[src/hdl/pfs_pkg.sv]
// Constants for the pin function selector
package pfs_pkg;
    localparam logic [2:0] OFS_PA_LOW   = 3'h0;
    localparam logic [2:0] OFS_PA_HIGH  = 3'h1;
    localparam logic [2:0] OFS_PB_LOW   = 3'h2;
    localparam logic [2:0] OFS_PB_HIGH  = 3'h3;
    localparam logic [2:0] OFS_PD       = 3'h4;
    localparam logic [2:0] OFS_SRC_CTL  = 3'h5;
    localparam logic [2:0] OFS_CAP_MUX  = 3'h6;
    localparam logic [7:0] RST_SELECT   = 8'h00;
    localparam logic [7:0] MASK_FULL    = 8'hff;
    localparam logic [7:0] MASK_PB_LOW  = 8'h3f;
    localparam logic [7:0] MASK_PD      = 8'h03;
    localparam logic [7:0] MASK_SRC_CTL = 8'h03;
    localparam logic [7:0] MASK_CAP_MUX = 8'hc0;
    localparam int BIT_OCP_SEL  = 1;
    localparam int BIT_BAT_OE   = 0;
    localparam int POS_CAP_SRC  = 6;
    // Pad-level function codes
    localparam logic [1:0] CODE_00 = 2'h0;
    localparam logic [1:0] CODE_01 = 2'h1;
    localparam logic [1:0] CODE_10 = 2'h2;
    localparam logic [1:0] CODE_11 = 2'h3;
endpackage

[src/hdl/pfs_top.sv]
// Pin function selector: select registers and pad routing
`timescale 1ns/1ps
`default_nettype none
module pfs_top
    import pfs_pkg::*;
(
    input  wire logic       clk_i,
    input  wire logic       rst_i,
    input  wire logic [2:0] addr_i,
    input  wire logic [7:0] wdata_i,
    input  wire logic       wr_i,
    input  wire logic       rd_i,
    output logic      [7:0] rdata_o,
    // Pads: input level, output level, output enable (low = driving)
    input  wire logic [7:0] pa_pad_i,
    output logic      [7:0] pa_pad_o,
    output logic      [7:0] pa_pad_oe_n_o,
    input  wire logic [7:0] pb_pad_i,
    output logic      [7:0] pb_pad_o,
    output logic      [7:0] pb_pad_oe_n_o,
    input  wire logic       pd_pad_i,
    output logic            pd_pad_o,
    output logic            pd_pad_oe_n_o,
    // GPIO port logic
    input  wire logic [7:0] pa_gpio_out_i,
    input  wire logic [7:0] pa_gpio_oe_i,
    output logic      [7:0] pa_gpio_in_o,
    input  wire logic [7:0] pb_gpio_out_i,
    input  wire logic [7:0] pb_gpio_oe_i,
    output logic      [7:0] pb_gpio_in_o,
    input  wire logic       pd_gpio_out_i,
    input  wire logic       pd_gpio_oe_i,
    output logic            pd_gpio_in_o,
    // Timer outputs
    input  wire logic       timer0_output_i,
    input  wire logic       timer0_inverted_output_i,
    input  wire logic       timer1_output_i,
    input  wire logic       timer1_inverted_output_i,
    input  wire logic       timer2_output_i,
    input  wire logic       timer2_inverted_output_i,
    input  wire logic       compact_timer_output_i,
    // Peripheral inputs fed from pads
    output logic            external_interrupt_0_o,
    output logic            external_interrupt_1_o,
    output logic            timer0_capture_input_o,
    output logic            timer1_capture_input_o,
    output logic            timer2_capture_input_o,
    output logic      [2:0] timer_clock_input_o,
    output logic            compact_timer_clock_input_o,
    // Overcurrent and capture sources
    input  wire logic       high_voltage_ground_pin_i,
    input  wire logic       overcurrent_comparator_output_i,
    input  wire logic       proximity_capture_i,
    input  wire logic       overcurrent_protect_enable_i,
    output logic            overcurrent_input_o,
    output logic            overcurrent_input_select_o,
    output logic            battery_driver_output_enable_o,
    // Analog switch enables, one per function
    output logic      [7:0] analog_channel_en_o,
    output logic            opamp0_output_en_o,
    output logic            opamp0_inverting_input_en_o,
    output logic            opamp0_noninverting_input_en_o,
    output logic            opamp1_output_en_o,
    output logic            opamp1_inverting_input_en_o,
    output logic            opamp1_noninverting_input_en_o,
    output logic            converter_reference_en_o,
    output logic            overcurrent_reference_en_o
);
    logic [7:0] port_a_low_select;
    logic [7:0] port_a_high_select;
    logic [7:0] port_b_low_select;
    logic [7:0] port_b_high_select;
    logic [7:0] port_d_select;
    logic [7:0] source_control;
    logic [7:0] capture_input_mux;
    logic [6:0] wr_sel;
    logic [7:0] next_rdata;

    assign wr_sel[0] = wr_i && (addr_i == OFS_PA_LOW);
    assign wr_sel[1] = wr_i && (addr_i == OFS_PA_HIGH);
    assign wr_sel[2] = wr_i && (addr_i == OFS_PB_LOW);
    assign wr_sel[3] = wr_i && (addr_i == OFS_PB_HIGH);
    assign wr_sel[4] = wr_i && (addr_i == OFS_PD);
    assign wr_sel[5] = wr_i && (addr_i == OFS_SRC_CTL);
    assign wr_sel[6] = wr_i && (addr_i == OFS_CAP_MUX);

    pfs_reg #(.MASK(MASK_FULL)) u_pa_low (
        .clk_i   (clk_i),
        .rst_i   (rst_i),
        .we_i    (wr_sel[0]),
        .wdata_i (wdata_i),
        .q_o     (port_a_low_select)
    );
    pfs_reg #(.MASK(MASK_FULL)) u_pa_high (
        .clk_i   (clk_i),
        .rst_i   (rst_i),
        .we_i    (wr_sel[1]),
        .wdata_i (wdata_i),
        .q_o     (port_a_high_select)
    );
    pfs_reg #(.MASK(MASK_PB_LOW)) u_pb_low (
        .clk_i   (clk_i),
        .rst_i   (rst_i),
        .we_i    (wr_sel[2]),
        .wdata_i (wdata_i),
        .q_o     (port_b_low_select)
    );
    pfs_reg #(.MASK(MASK_FULL)) u_pb_high (
        .clk_i   (clk_i),
        .rst_i   (rst_i),
        .we_i    (wr_sel[3]),
        .wdata_i (wdata_i),
        .q_o     (port_b_high_select)
    );
    pfs_reg #(.MASK(MASK_PD)) u_pd (
        .clk_i   (clk_i),
        .rst_i   (rst_i),
        .we_i    (wr_sel[4]),
        .wdata_i (wdata_i),
        .q_o     (port_d_select)
    );
    pfs_reg #(.MASK(MASK_SRC_CTL)) u_src (
        .clk_i   (clk_i),
        .rst_i   (rst_i),
        .we_i    (wr_sel[5]),
        .wdata_i (wdata_i),
        .q_o     (source_control)
    );
    pfs_reg #(.MASK(MASK_CAP_MUX)) u_cap (
        .clk_i   (clk_i),
        .rst_i   (rst_i),
        .we_i    (wr_sel[6]),
        .wdata_i (wdata_i),
        .q_o     (capture_input_mux)
    );

    // Read path; unmapped offsets read zero
    always_comb begin
        unique case (addr_i)
            OFS_PA_LOW:  next_rdata = port_a_low_select;
            OFS_PA_HIGH: next_rdata = port_a_high_select;
            OFS_PB_LOW:  next_rdata = port_b_low_select;
            OFS_PB_HIGH: next_rdata = port_b_high_select;
            OFS_PD:      next_rdata = port_d_select;
            OFS_SRC_CTL: next_rdata = source_control;
            OFS_CAP_MUX: next_rdata = capture_input_mux;
            default:     next_rdata = 8'h00;
        endcase
    end

    always_ff @(posedge clk_i) begin
        if (rst_i) begin
            rdata_o <= 8'h00;
        end else if (rd_i) begin
            rdata_o <= next_rdata;
        end
    end

    // Per-pin codes
    wire [1:0] sa0 = port_a_low_select[1:0];
    wire [1:0] sa1 = port_a_low_select[3:2];
    wire [1:0] sa2 = port_a_low_select[5:4];
    wire [1:0] sa3 = port_a_low_select[7:6];
    wire [1:0] sa4 = port_a_high_select[1:0];
    wire [1:0] sa5 = port_a_high_select[3:2];
    wire [1:0] sa6 = port_a_high_select[5:4];
    wire [1:0] sa7 = port_a_high_select[7:6];
    wire [1:0] sb5 = port_b_high_select[3:2];
    wire [1:0] sb6 = port_b_high_select[5:4];
    wire [1:0] sb7 = port_b_high_select[7:6];
    wire [1:0] sd0 = port_d_select[1:0];

    // Per pin: GPIO ownership, timer drive, analog switches, input taps
    wire [7:0] pa_is_gpio;
    wire [7:0] pb_is_gpio;
    wire       pd_is_gpio;
    wire [7:0] pa_tmr_en;
    wire [7:0] pa_tmr_val;
    wire [7:0] pb_tmr_en;
    wire [7:0] pb_tmr_val;
    wire       ocp_pin;
    wire       cap_pin;

    // Pin A0: GPIO with interrupt 0, reference, timer 1, channel 0
    assign pa_is_gpio[0]              = (sa0 == CODE_00);
    assign pa_tmr_en[0]               = (sa0 == CODE_10);
    assign pa_tmr_val[0]              = timer1_output_i;
    assign analog_channel_en_o[0]     = (sa0 == CODE_11);
    assign overcurrent_reference_en_o = (sa0 == CODE_01);
    assign external_interrupt_0_o     = pa_pad_i[0] & pa_is_gpio[0];

    // Pin A1: op-amp 1 output, GPIO, channel 1
    assign pa_is_gpio[1]          = (sa1 == CODE_10);
    assign pa_tmr_en[1]           = 1'b0;
    assign pa_tmr_val[1]          = 1'b0;
    assign analog_channel_en_o[1] = (sa1 == CODE_11);
    assign opamp1_output_en_o     = ~sa1[1];

    // Pin A2: GPIO with interrupt 1 and capture 1, reference, timer 1 inverted
    assign pa_is_gpio[2]            = (sa2 == CODE_00);
    assign pa_tmr_en[2]             = (sa2 == CODE_10);
    assign pa_tmr_val[2]            = timer1_inverted_output_i;
    assign analog_channel_en_o[2]   = (sa2 == CODE_11);
    assign converter_reference_en_o = (sa2 == CODE_01);
    assign external_interrupt_1_o   = pa_pad_i[2] & pa_is_gpio[2];
    assign timer1_capture_input_o   = pa_pad_i[2] & pa_is_gpio[2];

    // Pin A3: op-amp 1 inverting input, GPIO, channel 3
    assign pa_is_gpio[3]               = (sa3 == CODE_10);
    assign pa_tmr_en[3]                = 1'b0;
    assign pa_tmr_val[3]               = 1'b0;
    assign analog_channel_en_o[3]      = (sa3 == CODE_11);
    assign opamp1_inverting_input_en_o = ~sa3[1];

    // Pin A4: op-amp 1 non-inverting input, GPIO, compact timer, channel 4
    assign pa_is_gpio[4]                  = (sa4 == CODE_01);
    assign pa_tmr_en[4]                   = (sa4 == CODE_10);
    assign pa_tmr_val[4]                  = compact_timer_output_i;
    assign analog_channel_en_o[4]         = (sa4 == CODE_11);
    assign opamp1_noninverting_input_en_o = (sa4 == CODE_00);

    // Pin A5: op-amp 0 non-inverting input, GPIO, channel 5
    assign pa_is_gpio[5]                  = (sa5 == CODE_10);
    assign pa_tmr_en[5]                   = 1'b0;
    assign pa_tmr_val[5]                  = 1'b0;
    assign analog_channel_en_o[5]         = (sa5 == CODE_11);
    assign opamp0_noninverting_input_en_o = ~sa5[1];

    // Pin A6: op-amp 0 inverting input, GPIO, channel 6
    assign pa_is_gpio[6]               = (sa6 == CODE_10);
    assign pa_tmr_en[6]                = 1'b0;
    assign pa_tmr_val[6]               = 1'b0;
    assign analog_channel_en_o[6]      = (sa6 == CODE_11);
    assign opamp0_inverting_input_en_o = ~sa6[1];

    // Pin A7: op-amp 0 output, GPIO, channel 7
    assign pa_is_gpio[7]          = (sa7 == CODE_10);
    assign pa_tmr_en[7]           = 1'b0;
    assign pa_tmr_val[7]          = 1'b0;
    assign analog_channel_en_o[7] = (sa7 == CODE_11);
    assign opamp0_output_en_o     = ~sa7[1];

    // Pin B0: GPIO, always tapped by timer 0 clock
    assign pb_is_gpio[0]          = 1'b1;
    assign pb_tmr_en[0]           = 1'b0;
    assign pb_tmr_val[0]          = 1'b0;
    assign timer_clock_input_o[0] = pb_pad_i[0];

    // Pin B1: GPIO, always tapped by timer 1 clock
    assign pb_is_gpio[1]          = 1'b1;
    assign pb_tmr_en[1]           = 1'b0;
    assign pb_tmr_val[1]          = 1'b0;
    assign timer_clock_input_o[1] = pb_pad_i[1];

    // Pin B2: GPIO, always tapped by timer 2 clock
    assign pb_is_gpio[2]          = 1'b1;
    assign pb_tmr_en[2]           = 1'b0;
    assign pb_tmr_val[2]          = 1'b0;
    assign timer_clock_input_o[2] = pb_pad_i[2];

    // Pin B3: plain GPIO
    assign pb_is_gpio[3] = 1'b1;
    assign pb_tmr_en[3]  = 1'b0;
    assign pb_tmr_val[3] = 1'b0;

    // Pin B4: GPIO, always tapped by compact timer clock
    assign pb_is_gpio[4]               = 1'b1;
    assign pb_tmr_en[4]                = 1'b0;
    assign pb_tmr_val[4]               = 1'b0;
    assign compact_timer_clock_input_o = pb_pad_i[4];

    // Pin B5: GPIO or timer 2 output
    assign pb_is_gpio[5] = ~sb5[1];
    assign pb_tmr_en[5]  = sb5[1];
    assign pb_tmr_val[5] = timer2_output_i;

    // Pin B6: GPIO or timer 0 output
    assign pb_is_gpio[6] = ~sb6[1];
    assign pb_tmr_en[6]  = sb6[1];
    assign pb_tmr_val[6] = timer0_output_i;

    // Pin B7: GPIO with capture 0, timer 0 inverted, overcurrent input
    assign pb_is_gpio[7]          = ~sb7[1];
    assign pb_tmr_en[7]           = (sb7 == CODE_10);
    assign pb_tmr_val[7]          = timer0_inverted_output_i;
    assign timer0_capture_input_o = pb_pad_i[7] & pb_is_gpio[7];
    assign ocp_pin                = pb_pad_i[7] & (sb7 == CODE_11);

    // Pin D0: GPIO with capture 2, or timer 2 inverted output
    assign pd_is_gpio = ~sd0[1];
    assign cap_pin    = pd_pad_i & pd_is_gpio;

    // Only the selected source may drive the pad
    wire [7:0] pa_drive    = (pa_is_gpio & pa_gpio_oe_i) | pa_tmr_en;
    wire [7:0] pb_drive    = (pb_is_gpio & pb_gpio_oe_i) | pb_tmr_en;
    wire       pd_drive    = (pd_is_gpio & pd_gpio_oe_i) | sd0[1];
    wire [7:0] next_pa_pad = (pa_tmr_en & pa_tmr_val) | (~pa_tmr_en & pa_gpio_out_i);
    wire [7:0] next_pb_pad = (pb_tmr_en & pb_tmr_val) | (~pb_tmr_en & pb_gpio_out_i);
    wire       next_pd_pad = sd0[1] ? timer2_inverted_output_i : pd_gpio_out_i;

    // Pads registered: one cycle late after a select change, but never glitching
    always_ff @(posedge clk_i) begin
        if (rst_i) begin
            pa_pad_o      <= 8'h00;
            pa_pad_oe_n_o <= 8'hff;
        end else begin
            pa_pad_o      <= next_pa_pad;
            pa_pad_oe_n_o <= ~pa_drive;
        end
    end

    always_ff @(posedge clk_i) begin
        if (rst_i) begin
            pb_pad_o      <= 8'h00;
            pb_pad_oe_n_o <= 8'hff;
        end else begin
            pb_pad_o      <= next_pb_pad;
            pb_pad_oe_n_o <= ~pb_drive;
        end
    end

    always_ff @(posedge clk_i) begin
        if (rst_i) begin
            pd_pad_o      <= 1'b0;
            pd_pad_oe_n_o <= 1'b1;
        end else begin
            pd_pad_o      <= next_pd_pad;
            pd_pad_oe_n_o <= ~pd_drive;
        end
    end

    // Pad inputs reach GPIO readback only while GPIO owns the pin
    assign pa_gpio_in_o = pa_pad_i & pa_is_gpio;
    assign pb_gpio_in_o = pb_pad_i & pb_is_gpio;
    assign pd_gpio_in_o = pd_pad_i & pd_is_gpio;

    // Overcurrent source, gated by the group's protect enable
    wire ocp_src = source_control[BIT_OCP_SEL] ? ocp_pin : high_voltage_ground_pin_i;
    assign overcurrent_input_select_o     = source_control[BIT_OCP_SEL];
    assign battery_driver_output_enable_o = source_control[BIT_BAT_OE];
    assign overcurrent_input_o            = overcurrent_protect_enable_i & ocp_src;

    // Capture source for timer 2
    wire [1:0] cap_src = capture_input_mux[POS_CAP_SRC +: 2];
    assign timer2_capture_input_o = cap_src[1] ? proximity_capture_i :
        (cap_src[0] ? overcurrent_comparator_output_i : cap_pin);
endmodule
`default_nettype wire

[src/hdl/pfs_reg.sv]
// One masked select register
`timescale 1ns/1ps
`default_nettype none
module pfs_reg
    import pfs_pkg::*;
#(
    parameter logic [7:0] MASK = 8'hff
) (
    input  wire logic       clk_i,
    input  wire logic       rst_i,
    input  wire logic       we_i,
    input  wire logic [7:0] wdata_i,
    output logic      [7:0] q_o
);
    always_ff @(posedge clk_i) begin
        if (rst_i) begin
            q_o <= RST_SELECT;
        end else if (we_i) begin
            q_o <= wdata_i & MASK;
        end
    end
endmodule
`default_nettype wire

[config.mk]
export PLATFORM = sky130hd
export DESIGN_NAME = pfs_top
export DESIGN_NICKNAME = d
export VERILOG_FILES = /design/src/hdl/pfs_pkg.sv /design/src/hdl/pfs_top.sv /design/src/hdl/pfs_reg.sv
export SDC_FILE = /design/constraint.sdc
export NUM_CORES = 1
export LEC_CHECK = 0
export ABC_AREA = 1
export BUFFER_PORTS_ARGS = -buffer_cell sky130_fd_sc_hd__buf_2
export CORE_ASPECT_RATIO = 1.2
export CORE_MARGIN = 5
export CORE_UTILIZATION = 45
export DETAILED_ROUTE_END_ITERATION = 6
export PLACE_DENSITY = 0.79
export SETUP_SLACK_MARGIN = 0.02
export SYNTH_ARGS = -nofsm -noshare
export SYNTH_HDL_FRONTEND = slang
export SYNTH_SLANG_ARGS = --single-unit
[constraint.sdc]
create_clock -name clk_i -period 1.9 [get_ports clk_i]
set_clock_uncertainty 0.15 [all_clocks]
set_input_delay 0.38 -clock clk_i [delete_from_list [all_inputs] [get_ports clk_i]]
set_output_delay 0.38 -clock clk_i [all_outputs]
set_load 0.02 [all_outputs]
# --- Yosys cells after proc, flatten, opt, wreduce, memory -nomap -nowiden ---
# Cells that the tools add are included.
totals:
  ff_bits: 78
  in_bits: 77
  out_inout_bits: 87
  elab_cells: 91
op_classes:
  n_eq_ne: 27
  mux: 5
  n_bitwise: 34
  n_reduce_logical: 11
op_table:
  columns: ["cell", "count"]
  rows:
  - ["$and A8 B8 Y8", 7]
  - ["$pmux W8 S7", 1]
  - ["$eq A2 B2 Y1 const B", 18]
  - ["$not A8 Y8", 3]
  - ["$or A8 B8 Y8", 2]
  - ["$not A1 Y1", 10]
  - ["$eq A3 B3 Y1 const B", 3]
  - ["$not A5 Y8", 1]
  - ["$or A5 B8 Y8", 1]
  - ["$or A8 B5 Y8", 1]
  - ["$and A1 B1 Y1", 7]
  - ["$logic_and A1 B1 Y1", 7]
  - ["$eq A2 B1 Y1 const B", 3]
  - ["$eq A3 B2 Y1 const B", 2]
  - ["$logic_not A2 Y1", 3]
  - ["$and A5 B5 Y5", 1]
  - ["$mux W1", 4]
  - ["$eq A3 B1 Y1 const B", 1]
  - ["$logic_not A3 Y1", 1]
  - ["$or A1 B1 Y1", 1]

# --- Longest topological paths before layout ---
depth:
  word_depth: 4
  ltp_mapped: 9

# --- By module ---
# From an unflattened synthesis, not the netlist that was laid out.
hier_totals:
  hier_cells: 597
  area_unflattened_um2: 4000.1
by_module_without_submodules:
  columns: ["module", "instances", "cells_per_inst", "area_per_inst_um2", "seq_area_each_um2"]
  rows:
  - ["pfs_top", 1, 343, 2318.5, 840.8]
  - ["pfs_reg (u_pa_high ...)", 3, 51, 341.6, 160.2]
  - ["pfs_reg (u_cap ...)", 3, 20, 130.1, 40.0]
  - ["pfs_reg (u_pb_low)", 1, 41, 266.5, 120.1]

# --- Least setup slack after synthesis ---
# Ideal clock, no wire load.
synth_timing:
  kind: "input to output"
  from: "input port pd_pad_i"
  to: "output port timer2_capture_input_o"
  t_arrival_ns: 1.166
  slack_ns: 0.204
  stages: 4
  cell_sequence: "inv_1 -> nor2_1 -> nand2_1 -> a21oi_1"
synth_via:
  elab_chain_len: 3
synth_rtl:
  columns: ["item", "line", "source"]
  rows:
  - ["from (decl)", "pfs_top.sv:21", "input wire logic pd_pad_i,"]
  - ["$and A1 B1 Y1", null, null]
  - ["via pd_gpio_in_o", "pfs_top.sv:33", "output logic pd_gpio_in_o,"]
  - ["$mux W1", "pfs_top.sv:346", "(cap_src[0] ? overcurrent_comparator_output_i : cap_pin);"]
  - ["$mux W1", "pfs_top.sv:345", "assign timer2_capture_input_o = cap_src[1] ? proximity_capture_i :"]
  - ["to (decl)", "pfs_top.sv:47", "output logic timer2_capture_input_o,"]
# The timed path passes the listed nets, and every way through them passes these cells.

# --- Final worst setup path ---
layout_timing:
  from: "register u_pb_high.q_o[7]"
  to: "output port overcurrent_input_o"
layout_via:
  elab_chain_len: 4
layout_rtl:
  columns: ["item", "line", "source"]
  rows:
  - ["from (decl)", "pfs_reg.sv:13", "output logic [7:0] q_o"]
  - ["from (signal assigned)", "pfs_reg.sv:19", "q_o <= wdata_i & MASK;"]
  - ["$eq A2 B2 Y1", "pfs_top.sv:287", "assign ocp_pin = pb_pad_i[7] & (sb7 == CODE_11);"]
  - ["$and A1 B1 Y1", "pfs_top.sv:287", null]
  - ["$mux W1", "pfs_top.sv:338", "wire ocp_src = source_control[BIT_OCP_SEL] ? ocp_pin : high_voltage_ground_pin_i;"]
  - ["$and A1 B1 Y1", "pfs_top.sv:341", "assign overcurrent_input_o = overcurrent_protect_enable_i & ocp_src;"]
  - ["to (decl)", "pfs_top.sv:55", "output logic overcurrent_input_o,"]
# No other way between the ends.

==> out/results.txt <==
Status = finished clean
Synth Instances = 422
Ys flop type = dfxtp_1
Mapped cell area = 3201 um2
Total grt overflow = 0
Peak VDD IR = 0.0004791 V
Starting density of the core = 0.4642
Yosys reg bits = 78
Commonest cells after routing, fill and taps aside = buf_2, dfxtp_1, inv_1
Clk_lat worst skew = 0.35 ns
Initial antenna violation count = 0
Cell count after placement = 633
Crit path from = u_pb_high.q_o[7]
CTS tree = yes
Avg Vias per Cell = 4.849
CP Data Arrival Time = 1.25 ns
Clock Path Buffers = 2
Min Tclk post-route = 1.783 ns
Clock transition at path regs = 0.08 ns
Vias in the first global route = 3018
Max-slew headroom = 0.6820
Non-Filler Instances = 649
Share of layout cells above drive strength 1 = 0.3292
Final setup violation count = 0
Clock buffers created by TritonCTS = 9
Synth-to-layout area growth = 28.93%
Die Span X = 86.99 um
Critical path startpoint category = flop
Multi-input logic area = 1214 um2
RePlAce Congestion = 0.8238
Residual DRC = 0
Avg WL per Cell = 13.36 um
Detail Placement HPWL = 6461 um
CTS Root Cell = clkbuf_8
Slowest cell on crit path = dfxtp_4
R2R Path Start = u_pa_high.q_o[0]
Critical path's largest stage delay = 0.38 ns
Die ar. = 8906 um2
RSZ-0062 raised after global routing = yes
CP bufs+invs = 2
Sinks on Clock Net = 78
Fraction of registers with async set/reset = 0
Row count = 33
Grt met1 use = 0.2386
Post-CTS Hold Buffers = 0
Avg Inst Size Synth = 7.584 um2
Port bufs = 149
Core area = 6895 um2
Sequential-to-total area share from yosys stat = 0.4879
Dpl ws = 0.1223 ns
Final #Nets = 634
# Max-Cap Violations = 0
GR peak layer = met2
Total area of sequential cells = 1567 um2
Fin crit share = 0.9382
CTS H-tree depth = 3
Drt pass-1 iters = 5
Pleak = 2.060 nW
ANT nets after route = 0
Worst endpoint required time = 1.37 ns
Number of fill cells in the layout = 657
DR iter-0 viols = 130
Most common cell after layout, fill and taps aside = buf_2
Hold Vio Cnt, Final = 0
Post-CTS setup buffers = 0
Critical Path, Cell by Cell = nand2_1 -> o21ai_1 -> o211ai_1 -> inv_1 -> buf_2
CP Max Fanout = 6
Vias = 3147
Delay-heaviest family, CP = flip-flops
Worst Hold Class = input pin to flop
Util after Layout = 0.5984
Die Ht = 102.4 um
Fin worst setup slack = 0.1175 ns
Pwr dens = 834.9 nW/um2
GRT Total Usage = 0.1972
Post-synth EDFFs = 0
# diodes = 0
IO Pins = 164
Global-route met2 utilization = 0.3279
Max Fclk = 561.0 MHz
Largest net degree at the start of global routing = 58
Syn nets = 499
First-pass GRT wire length = 13790 um
Grt met3 use = 0.06774
WL final = 8669 um
Min-Delay Startpoint = pb_gpio_oe_i[2]
CP Capture Type = primary output
Critical path class = flop to primary output
Netlist cell types = 22
Setup_tns = 0 ns
Tightest Pin Transition = 0.4758 ns
Slew Viols, Final = 0
Power, Total = 0.003445 W
Synth Warn # = 0
[where the power goes]
part | total [W] | internal, W | leakage [nW] | switching, W
clock network | 0.00127 | 0.000649 | 0.103 | 0.000624
logic | 0.000437 | 0.000158 | 1.32 | 0.000279
registers | 0.00173 | 0.00170 | 0.641 | 0.0000354
[sequential cells by signal (all words and copies together), names as in the netlist, 8 cells and up]
signal         count
pb_pad_oe_n_o      8
u_pa_low.q_o       8
pa_pad_o           8
u_pa_high.q_o      8
pb_pad_o           8
pa_pad_oe_n_o      8
u_pb_high.q_o      8
rdata_o            8
[synth_stat cells (2+ instances only)]
cell	count	share of area
o21ai_1	5	0.0078
inv_1	59	0.069
clkbuf_1	8	0.0094
nand2_1	55	0.065
o21ai_0	55	0.086
buf_2	3	0.0047
nand3_1	19	0.030
nor2_1	43	0.050
inv_2	5	0.0059
and3_1	6	0.012
o211ai_1	4	0.0094
buf_6	3	0.011
nor2_2	3	0.0059
buf_4	14	0.033
dfxtp_1	78	0.49
a21oi_1	44	0.069
nor3_4	2	0.010
nand4_1	12	0.023
[metrics by stage]
stage / hold slack (ns) / area (um2)
after floorplan: 0.2741 / 3201
after global placement: 0.2854 / 3910
after detailed placement: 0.2912 / 3910
after CTS: 0.02509 / 4118
after global routing: 0.02903 / 4126
final: 0.04437 / 4126
[kinds of logic (layout without fill, tap and decap cells)]
| logic type | after synthesis | in the layout | share of synthesized area |
|---|---|---|---|
| compound gates | 108 | 108 | 0.1720 |
| buf+inv | 93 | 233 | 0.1337 |
| flops | 78 | 78 | 0.4879 |
| simple gates | 143 | 143 | 0.2064 |
[per-layer routing]
layer / part of all wire / up-vias
met3: 0.10 / 8
met1: 0.42 / 1386
met2: 0.47 / 127
met5: 0 / -
li1: - / 1626
met4: 0.0095 / 0
[worst paths after layout]
kind	endpoint	slack [ns]	depth (start not counted)
min reg2reg	u_pd.q_o[0]	0.30	2
max	overcurrent_input_o	0.12	5
max reg2reg	rdata_o[0]	0.75	6
min	pb_pad_oe_n_o[2]	0.04	2
[timing repair]
action / 4_1_cts / 5_1_grt
gates resized for setup: 1 / 5
pin swaps: 0 / 1
setup endpoints to repair: 1 / 2
[layout make-up]
cell class	instances	share of cell area
timing repair buffer	153	0.1916
clock inverter	6	0.01668
inverter	64	0.05822
clock buffer	10	0.03335
sequential	78	0.3796
multi-input combinational	251	0.2941
tap	87	0.02638
Note: power is estimated with default switching activity, not from simulation.
